[config.mk]
export PLATFORM = sky130hd
export DESIGN_NAME = otlp_output_tristate_lowpower_ctrl
export DESIGN_NICKNAME = d
export VERILOG_FILES = /design/src/pkg/otlp_pkg.sv /design/src/hdl/otlp_output_tristate_lowpower_ctrl.sv
export SDC_FILE = /design/constraint.sdc
export NUM_CORES = 1
export LEC_CHECK = 0
export BUFFER_PORTS_ARGS = -buffer_cell sky130_fd_sc_hd__buf_2
export CORE_MARGIN = 3
export CORE_UTILIZATION = 45
export CTS_BUF_LIST = sky130_fd_sc_hd__clkbuf_4
export DETAILED_ROUTE_END_ITERATION = 16
export GPL_TIMING_DRIVEN = 0
export PLACE_DENSITY = 0.71
export SYNTH_ARGS = -nofsm -noshare
export SYNTH_HDL_FRONTEND = slang
export SYNTH_SLANG_ARGS = --single-unit
[constraint.sdc]
create_clock -name mclk_in -period 3.6 [get_ports mclk_in]
set_input_delay 0.36 -clock mclk_in [delete_from_list [all_inputs] [get_ports mclk_in]]
set_output_delay 0.36 -clock mclk_in [all_outputs]
set_load 0.05 [all_outputs]
[src/pkg/otlp_pkg.sv]
/*
 Constants for the output tristate and power-save controller.
 Assumes a register write/read port driven by the serial-bus front end.
*/
`default_nettype none
package otlp_pkg;
	localparam logic [7:0] ADDR_OUT_CTRL   = 8'hF2;
	localparam logic [7:0] ADDR_POWER_SAVE = 8'hAA;
	localparam int         BIT_OE_DISABLE  = 7;
	localparam int         BIT_TRI_VIDEO   = 0;
	localparam int         BIT_TRI_SYNC    = 1;
	localparam int         BIT_TRI_PIXEL_CLOCK_OUT  = 2;
	localparam logic [7:0] OUT_CTRL_RESET  = 8'h00;
	localparam logic [1:0] LEVEL_ACTIVE    = 2'h0;
	localparam logic [1:0] LEVEL_SLEEP     = 2'h3;
	localparam logic [5:0] PS_RSVD_ZERO    = 6'h00;
	localparam int         DIV_W           = 3;
	localparam int         SYNC_W          = 5;
	typedef enum logic [1:0] {OTLP_RUN, OTLP_WAIT_EOL, OTLP_WAIT_LINE, OTLP_SAVE} otlp_ps_e;
endpackage
`default_nettype wire

[src/hdl/otlp_output_tristate_lowpower_ctrl.sv]
/*
 Output driver enable priority chain and power-save sequencing.
 Assumes a TAP block supplying its mode flags and enable cells, a serial-bus
 front end giving one-cycle write strobes, and a line-start pulse from sync.
*/
// Operation
// - Boundary scan overrides all other enables
// - EXTEST/CLAMP: enables follow scan enable cells
// - HIGHZ: every output tristated
// - Reset low outside EXTEST/CLAMP/HIGHZ tristates all outputs except scan data
// - Scan data output ignores chip reset
// - Output-control register tristates signal groups
// - Drive pin affects only video data ports
// - Control bit 7 disables drive pin
// - Pin low: data and sync outputs drive
// - Pin high: data tristated, sync drives
// - Pixel clock pin high at release: power-save
// - Power-save register write enters/leaves mode
// - Finish one whole line before tristating
// - Registers keep contents during power-save
// - Registers accessible during power-save
// - Levels one and two allow 400 kbit/s
// - Level codes: active, divide by 2,4,8
`timescale 1ns/10ps
`default_nettype none
module otlp_output_tristate_lowpower_ctrl (
	input  wire logic       mclk_in,              // System clock, 100 MHz
	input  wire logic       rst_n_in,             // Async reset, active low
	input  wire logic       chip_reset_n_in,      // Chip reset pin, active low
	input  wire logic       pixel_clock_out_in,   // Pixel clock pin level, strap
	input  wire logic       video_port_drive_n_in,// Video port enable pin, active low
	input  wire logic       tap_extest_in,        // TAP in EXTEST
	input  wire logic       tap_clamp_in,         // TAP in CLAMP
	input  wire logic       tap_highz_in,         // TAP in HIGHZ
	input  wire logic [3:0] scan_enable_in,       // Scan enable cells: data,sync,pix,tdo
	input  wire logic       tap_tdo_active_in,    // TAP shifting, scan data valid
	input  wire logic       line_start_in,        // One-cycle pulse at each line start
	input  wire logic       reg_write_in,         // Register write strobe
	input  wire logic       reg_read_in,          // Register read strobe
	input  wire logic [7:0] reg_addr_in,          // Register address
	input  wire logic [7:0] reg_wdata_in,         // Register write data
	output logic      [7:0] reg_rdata_out,        // Register read data
	output logic            data_drive_out,       // Drive port_a/port_b data
	output logic            sync_drive_out,       // Drive reference/flag/llc outputs
	output logic            pixel_clock_out_drive_out,     // Drive pixel clock output
	output logic            tdo_drive_out,        // Drive scan data output
	output logic            clk_div_en_out,       // Internal clock enable pulse
	output logic      [1:0] power_save_level_out, // Active power-save level
	output logic            power_save_out        // Outputs parked by power-save
);
	localparam int SYNC_W = 2;
	localparam int DIV_W  = otlp_pkg::DIV_W;

	// Whole module state: one record, one register
	typedef struct packed {
		logic [SYNC_W-1:0]     sync_rst;
		logic [SYNC_W-1:0]     sync_strap;
		logic [SYNC_W-1:0]     sync_pin;
		logic                  rst_seen;
		logic [7:0]            out_ctrl;
		logic [1:0]            level;
		otlp_pkg::otlp_ps_e    ps;
		logic [DIV_W-1:0]      div;
		logic [7:0]            rdata;
		logic                  data_drv;
		logic                  sync_drv;
		logic                  pix_drv;
		logic                  tdo_drv;
		logic                  clk_en;
		logic [1:0]            lvl_out;
		logic                  ps_out;
	} otlp_state_s;

	otlp_state_s cur;
	otlp_state_s next_cur;

	logic             rst_sync;
	logic             strap_sync;
	logic             pin_sync;
	logic             scan_cells;
	logic             scan_mode;
	logic             parked;
	logic             rst_edge;
	logic             tri_video;
	logic             tri_sync;
	logic             tri_pix;
	logic             pin_ignored;
	logic             wr_out_ctrl;
	logic             wr_power_save;
	logic             rd_out_ctrl;
	logic             rd_power_save;
	logic [DIV_W-1:0] div_mask;

	// Decode shared by the state update below
	always_comb
	begin
		// Synchronised pin levels: last flop of each chain
		rst_sync      = cur.sync_rst[SYNC_W-1];
		strap_sync    = cur.sync_strap[SYNC_W-1];
		pin_sync      = cur.sync_pin[SYNC_W-1];
		scan_cells    = tap_extest_in || tap_clamp_in;
		scan_mode     = scan_cells || tap_highz_in;
		parked        = (cur.ps == otlp_pkg::OTLP_SAVE);
		rst_edge      = rst_sync && !cur.rst_seen;

		// Register field decode
		tri_video     = cur.out_ctrl[otlp_pkg::BIT_TRI_VIDEO];
		tri_sync      = cur.out_ctrl[otlp_pkg::BIT_TRI_SYNC];
		tri_pix       = cur.out_ctrl[otlp_pkg::BIT_TRI_PIXEL_CLOCK_OUT];
		pin_ignored   = cur.out_ctrl[otlp_pkg::BIT_OE_DISABLE];

		wr_out_ctrl   = reg_write_in && (reg_addr_in == otlp_pkg::ADDR_OUT_CTRL);
		wr_power_save = reg_write_in && (reg_addr_in == otlp_pkg::ADDR_POWER_SAVE);
		rd_out_ctrl   = reg_read_in && (reg_addr_in == otlp_pkg::ADDR_OUT_CTRL);
		rd_power_save = reg_read_in && (reg_addr_in == otlp_pkg::ADDR_POWER_SAVE);
	end

	// Divider wrap point: 2, 4 or 8 system clocks per enable
	always_comb
	begin
		unique case (cur.level)
			2'h0:
			begin
				div_mask = 3'h0;
			end
			2'h1:
			begin
				div_mask = 3'h1;
			end
			2'h2:
			begin
				div_mask = 3'h3;
			end
			2'h3:
			begin
				div_mask = 3'h7;
			end
		endcase
	end

	always_comb
	begin
		next_cur = cur;
		// Pins cross in through two flops; only the second stage is read
		next_cur.sync_rst   = {cur.sync_rst[0], chip_reset_n_in};
		next_cur.sync_strap = {cur.sync_strap[0], pixel_clock_out_in};
		next_cur.sync_pin   = {cur.sync_pin[0], video_port_drive_n_in};

		// Strap caught on the clocked rising edge of chip reset
		next_cur.rst_seen = rst_sync;
		if (!rst_sync)
		begin
			next_cur.out_ctrl = otlp_pkg::OUT_CTRL_RESET;
			next_cur.level    = otlp_pkg::LEVEL_ACTIVE;
			next_cur.ps       = otlp_pkg::OTLP_RUN;
		end
		else if (rst_edge && strap_sync)
		begin
			// Strap pulled high: come up parked at the deepest level
			next_cur.level = otlp_pkg::LEVEL_SLEEP;
			next_cur.ps    = otlp_pkg::OTLP_SAVE;
		end
		else
		begin
			// Writes accepted at every level; parking never clears them
			if (wr_out_ctrl)
			begin
				next_cur.out_ctrl = reg_wdata_in;
			end

			if (wr_power_save)
			begin
				// Reserved bits are dropped; only the level is kept
				next_cur.level = reg_wdata_in[1:0];
				if (reg_wdata_in[1:0] == otlp_pkg::LEVEL_ACTIVE)
				begin
					next_cur.ps = otlp_pkg::OTLP_RUN;
				end
				else if (cur.ps == otlp_pkg::OTLP_RUN)
				begin
					next_cur.ps = otlp_pkg::OTLP_WAIT_EOL;
				end
			end
			else
			begin
				// Run to the next line start, then one whole line more
				unique case (cur.ps)
					otlp_pkg::OTLP_RUN:
					begin
						next_cur.ps = otlp_pkg::OTLP_RUN;
					end
					otlp_pkg::OTLP_WAIT_EOL:
					begin
						if (line_start_in)
						begin
							next_cur.ps = otlp_pkg::OTLP_WAIT_LINE;
						end
					end
					otlp_pkg::OTLP_WAIT_LINE:
					begin
						if (line_start_in)
						begin
							next_cur.ps = otlp_pkg::OTLP_SAVE;
						end
					end
					otlp_pkg::OTLP_SAVE:
					begin
						next_cur.ps = otlp_pkg::OTLP_SAVE;
					end
				endcase
			end
		end

		// Full rate until parked, so the final line completes at speed
		if (!parked || cur.div == div_mask)
		begin
			next_cur.div    = '0;
			next_cur.clk_en = 1'b1;
		end
		else
		begin
			next_cur.div    = cur.div + 3'h1;
			next_cur.clk_en = 1'b0;
		end

		// Reads answer at every level; reserved bits read as zero
		if (rd_power_save)
		begin
			next_cur.rdata = {otlp_pkg::PS_RSVD_ZERO, cur.level};
		end
		else if (rd_out_ctrl)
		begin
			next_cur.rdata = cur.out_ctrl;
		end
		else if (reg_read_in)
		begin
			// Unmapped reads return zero
			next_cur.rdata = 8'h00;
		end

		// Priority chain: scan, reset, power-save, register, pin
		if (scan_mode)
		begin
			if (tap_highz_in)
			begin
				next_cur.data_drv = 1'b0;
				next_cur.sync_drv = 1'b0;
				next_cur.pix_drv  = 1'b0;
				next_cur.tdo_drv  = 1'b0;
			end
			else
			begin
				next_cur.data_drv = scan_enable_in[0];
				next_cur.sync_drv = scan_enable_in[1];
				next_cur.pix_drv  = scan_enable_in[2];
				next_cur.tdo_drv  = scan_enable_in[3];
			end
		end
		else if (!rst_sync)
		begin
			// Chip reset parks every group except scan data
			next_cur.data_drv = 1'b0;
			next_cur.sync_drv = 1'b0;
			next_cur.pix_drv  = 1'b0;
			next_cur.tdo_drv  = tap_tdo_active_in;
		end
		else if (parked)
		begin
			// Scan data output keeps working while parked
			next_cur.data_drv = 1'b0;
			next_cur.sync_drv = 1'b0;
			next_cur.pix_drv  = 1'b0;
			next_cur.tdo_drv  = tap_tdo_active_in;
		end
		else
		begin
			next_cur.tdo_drv  = tap_tdo_active_in;
			next_cur.pix_drv  = !tri_pix;
			next_cur.sync_drv = !tri_sync;
			// Data group: register first, then the pin
			// Limitation: the pin acts three clocks late, via its synchroniser
			if (tri_video)
			begin
				next_cur.data_drv = 1'b0;
			end
			else if (pin_ignored)
			begin
				next_cur.data_drv = 1'b1;
			end
			else
			begin
				next_cur.data_drv = !pin_sync;
			end
		end

		// Level and park flags follow the state one clock later
		next_cur.lvl_out = cur.level;
		next_cur.ps_out  = parked;
	end

	always_ff @(posedge mclk_in or negedge rst_n_in)
	begin
		// Asynchronous reset loads constants only
		if (!rst_n_in)
		begin
			cur.sync_rst   <= '0;
			cur.sync_strap <= '0;
			cur.sync_pin   <= '0;
			cur.rst_seen   <= 1'b0;
			cur.out_ctrl   <= otlp_pkg::OUT_CTRL_RESET;
			cur.level      <= otlp_pkg::LEVEL_ACTIVE;
			cur.ps         <= otlp_pkg::OTLP_RUN;
			cur.div        <= '0;
			cur.rdata      <= 8'h00;
			cur.data_drv   <= 1'b0;
			cur.sync_drv   <= 1'b0;
			cur.pix_drv    <= 1'b0;
			cur.tdo_drv    <= 1'b0;
			cur.clk_en     <= 1'b0;
			cur.lvl_out    <= otlp_pkg::LEVEL_ACTIVE;
			cur.ps_out     <= 1'b0;
		end
		else
		begin
			cur <= next_cur;
		end
	end

	// Outputs taken straight from the registered record
	always_comb
	begin
		reg_rdata_out        = cur.rdata;
		data_drive_out       = cur.data_drv;
		sync_drive_out       = cur.sync_drv;
		pixel_clock_out_drive_out     = cur.pix_drv;
		tdo_drive_out        = cur.tdo_drv;
		clk_div_en_out       = cur.clk_en;
		power_save_level_out = cur.lvl_out;
		power_save_out       = cur.ps_out;
	end
endmodule
`default_nettype wire

# After elaboration in Yosys (flattened, before gate mapping)
# Index checks and enable logic that the tools add are counted.
[op_classes]
reduce_logical = 20
n_mux = 23
n_eq_ne = 15
add_sub_neg = 1
[op_table]
columns = ["op", "count"]
rows = [
  ["two-way mux 8 bit", 5],
  ["two-way mux 4 bit", 5],
  ["== test 8 bit (second input constant)", 2],
  ["two-way mux 12 bit", 1],
  ["two-way mux 2 bit", 6],
  ["case mux 3 bit (4 select lines)", 1],
  ["inequality test 5 bit (second input constant)", 2],
  ["== test 2 bit (second input constant)", 4],
  ["case mux 2 bit (4 select lines)", 1],
  ["logical AND 1 bit", 6],
  ["zero test 2 bit", 3],
  ["zero test 1 bit", 5],
  ["inequality test 5 x 2 -> 1 bit (second input constant)", 1],
  ["== test 2 x 1 -> 1 bit (second input constant)", 2],
  ["adder 3 x 1 -> 3 bit (second input constant)", 1],
  ["== test 3 bit", 1],
  ["logical OR 1 bit", 3],
  ["two-way mux 1 bit", 3],
  ["two-way mux 3 bit", 1],
  ["inequality test 3 x 1 -> 1 bit (second input constant)", 1],
  ["AND reduction 3 bit", 1],
  ["nonzero test 3 bit", 1],
  ["inequality test 2 x 1 -> 1 bit (second input constant)", 1],
  ["inequality test 2 bit (second input constant)", 1],
  ["AND reduction 2 bit", 1],
]
[totals]
elab_cells = 75
reg_bits = 38

# Logic depth before layout (Yosys ltp)
[depth]
word_depth = 6
depth_mapped = 5
depth_no_buf = 4

# Worst setup path before layout
# Ideal clock, no wire load.
[synth_path]
kind = "input to register"
start = "input port reg_addr_in[2]"
end = "register cur[19] in the netlist's numbering"
setup_time_ps = 125
arrival_time_ps = 1441
cell_stages = 4
setup_slack_ps = 2035
path_buffers = 0
path_cell_list = "and4bb_4 -> nand4_2 -> mux2i_1 -> mux2_2"
[synth_between]
elab_chain_len = 5
word_cells_on_any_way = 9
cone_classes = "eq/ne: 4; mux: 3; reduce/logical: 2"
[synth_lines]
columns = ["item", "line_no", "text"]
rows = [
  ["start, declared", "otlp_output_tristate_lowpower_ctrl.sv:40", "input wire logic [7:0] reg_addr_in,"],
  ["== test 8 bit (*)", "otlp_output_tristate_lowpower_ctrl.sv:113", "wr_power_save = reg_write_in && (reg_addr_in == otlp_pkg::ADDR_POWER_SAVE);"],
  ["logical AND 1 bit (*)", "otlp_output_tristate_lowpower_ctrl.sv:113", ""],
  ["two-way mux 2 bit", "otlp_output_tristate_lowpower_ctrl.sv:171", "if (wr_power_save)"],
  ["two-way mux 4 bit", "otlp_output_tristate_lowpower_ctrl.sv:157", "else if (rst_edge && strap_sync)"],
  ["two-way mux 12 bit", "otlp_output_tristate_lowpower_ctrl.sv:151", "if (!rst_sync)"],
  ["end signal, assigned", "otlp_output_tristate_lowpower_ctrl.sv:325", "cur <= next_cur;"],
  ["end, declared", "otlp_output_tristate_lowpower_ctrl.sv:74", "otlp_state_s cur;"],
]
# Mark *: on every way between the ends. The rest lies on a longest branch, timed or not.
# A chain may end at the register's enable or synchronous reset.

==> results.yml <==
status:
  status: "finished, final reports clean"
cells_and_area:
  nNetsFinal: 220
  final_core_util: 0.580
  syn_to_final_growth_pct: 21.0
  final_layout_size_suffix_gt1_frac: 0.394
  multiInputGateArea_um2: 602
  final_common_cell: "buf_2"
  fillers: 306
  regArea_um2: 951
  mostFrequentLayoutCells: "47 x buf_2, 38 x dfrtp_1, 14 x a22o_1, 10 x buf_4, 8 x a21oi_1"
  design_area_um2: 2000
  antenna_cells: 0
setup_path:
  rrSetupSlack_ps: 2010
  worstPathMaxFanout: 8
  end_kind: "flop"
  required_ps: 3870
  startpoint_type: "flop"
  crit_end: "data_drive_out"
  startpoint: "cur[20]"
  r2r-start: "cur[20]"
  r2r-end: "data_drive_out"
  crit_path_frequent_cell: "nand2_1"
  cp_slowest_stage_delay_ps: 490
  reg2reg_depth: 5
  cp_data_arrival_time_ps: 1860
  critPathKind: "flop to flop"
  crit_chain: "clkbuf_1 -> nand2_1 -> nand2_1 -> or4_1 -> a21oi_1"
  cp_slowest_cell: "or4_1"
place:
  place.port_buffers: 47
  dp_worst_setup_slack_ps: 1800
  dp_hpwl_mm: 2.48
  gp_congestion: 0.785
  placed_area_um2: 1940
timing:
  clock.fmax_mhz: 629
  hold_ws_ps: 87.3
  final.setup_skew_ps: 11.4
  period_share: 0.442
  rsz0062_at_grt: "no"
  hold_viol_final: 0
  fin_setup_tns_ps: 0
  tightest_slew_ps: 801
  min_period_ps: 1590
  layout_setup_ws_ps: 2010
  final-setup-viol-count: 0
  max_slew_margin: 0.466
  maxSlewViolCount: 0
cts:
  clk_pin_slew_ps: 110
  cts-root-buf: "clkbuf_4"
  cts_sinks: 38
  cts_hold_buf: 0
  cts_buffer_depth: 2
  h-tree-depth: 2
  cts_buffers: 5
  cts-resized-gates: 0
  tritoncts: "built"
  cts_setup_buffers: 0
  clock_latency_ps: 340
synthesis:
  ys_ff_latch: 38
  yosys_warnings: 0
  netlist_instances: 133
  ys_seq_area_frac: 0.576
  yosysUniqueCellTypes: 40
  syn_area_per_cell_um2: 12.4
  syn-cell-area_um2: 1650
  synth_nets: 166
floorplan:
  num_io_pins: 48
  fp.dieH_um: 66.6
  die_x_um: 66.6
  start_util: 0.479
  placeableCoreArea_um2: 3440
  rows: 21
  die_area_um2: 4430
global_routing:
  grt_use_total: 0.167
  grt_pass1_wl_mm: 5.49
  grt_max_degree: 39
  overflow: 0
  antenna_found_initial: 0
  grt_pass1_vias: 1248
routing:
  drc: 0
  post_drt_wl_per_cell_um: 13.9
  dr.first_iter.drc_count: 37
  antenna_left: 0
  dr.pass1.iters: 4
  vias: 1235
  wl_mm: 3.24
  routed_via_density: 5.28
worst_hold_path:
  min_path_type: "input pin to async pin"
power_and_ir_drop:
  p_leak_nw: 1.04
  pwr_density_cell_nw_per_um2: 382
  vdd_drop_max_mv: 0.253
run:
  max_cap_viol_count: 0
==> sequential cells by signal, indices dropped and copies added, names as in the netlist <==
| signal | flops |
|---|---|
| power_save_level_out | 2 |
| pixel_clock_out_drive_out | 1 |
| cur | 22 |
| data_drive_out | 1 |
| sync_drive_out | 1 |
| power_save_out | 1 |
| clk_div_en_out | 1 |
| tdo_drive_out | 1 |
| reg_rdata_out | 8 |
==> synthesized netlist by cell type <==
cell type	count	area (µm²)
nand2_1	6	22.5
o21ai_0	1	5.00
o31a_4	1	17.5
nor3b_2	1	12.5
or4_1	1	7.51
a311oi_1	2	17.5
nand4b_1	1	8.76
mux2i_1	4	40.0
a21o_1	1	7.51
a22o_1	14	123
a31oi_1	2	12.5
ha_1	1	12.5
or2_2	1	6.26
nor3_1	3	15.0
a21oi_1	8	40.0
nand3_1	1	5.00
nor2b_1	2	12.5
nand3_2	1	10.0
nand4_2	1	12.5
dfrtp_1	38	951
o22ai_1	1	6.26
nor4_4	2	42.5
and3_2	1	7.51
o2111ai_1	2	17.5
nor3b_1	1	7.51
nand2b_1	2	12.5
and3_1	1	6.26
or2_0	1	6.26
buf_4	10	75.1
nand3b_1	1	7.51
clkbuf_1	2	7.51
or3_1	2	12.5
nand4_1	2	12.5
inv_1	4	15.0
nor2_1	6	22.5
o31ai_1	1	7.51
xnor2_1	1	8.76
a221oi_1	1	8.76
mux2_2	1	11.3
and4bb_4	1	16.3
==> worst max-delay path: cells and delay by family, from the launching register on <==
kind	cells	cell delay, ps
simple gates	3	820
flops	1	370
buf+inv	1	180
compound gates	1	150
==> cell families after synthesis <==
logic type,count (synthesis),synth area share
AOI/OAI and AO/OA,34,0.159
xor gates and xnor gates,1,0.00531
adders and majority gates,1,0.00758
buffers and inverters,16,0.0591
DFF,38,0.576
muxes,5,0.0311
and+or+nand+nor,38,0.161
==> metal layers <==
metal | global-route usage | share of wire | up-vias
li1 | - | - | 597
met1 | 0.201 | 0.42 | 574
met2 | 0.255 | 0.46 | 56
met3 | 0.0708 | 0.095 | 8
met4 | 0.0812 | 0.021 | 0
met5 | 0 | 0 | -
==> area by class of cell <==
class                   count  area share
well taps                  46      0.0288
inverters                   4     0.00752
clock buffers               6      0.0226
flip-flops and latches     38       0.476
multi-input cells          79       0.301
clock inverters             2     0.00439
repair buffers             47       0.118
plain buffers              12      0.0414
==> metrics by stage <==
stage / cells / total power [mW]
floorplan: 133 / 0.517
global placement: 226 / 0.557
detailed placement: 226 / 0.562
CTS: 234 / 0.774
global route: 234 / 0.807
finish: 234 / 0.764
==> power breakdown <==
part	switching [mW]	internal, mW
logic	0.0662	0.0370
registers	0.00872	0.440
clock network	0.130	0.0809
total	0.205	0.558
==> worst min path at each step <==
stage                                  start                to  slack [ps]
after floorplan                     rst_n_in    clk_div_en_out          60
after global placement               cur[34]           cur[35]         330
after detailed placement             cur[32]           cur[33]         340
after CTS                    chip_reset_n_in           cur[36]         100
after global routing      pixel_clock_out_in           cur[34]          90
final                               rst_n_in  reg_rdata_out[4]          90
No activity file was read; power rests on OpenSTA's default activity.
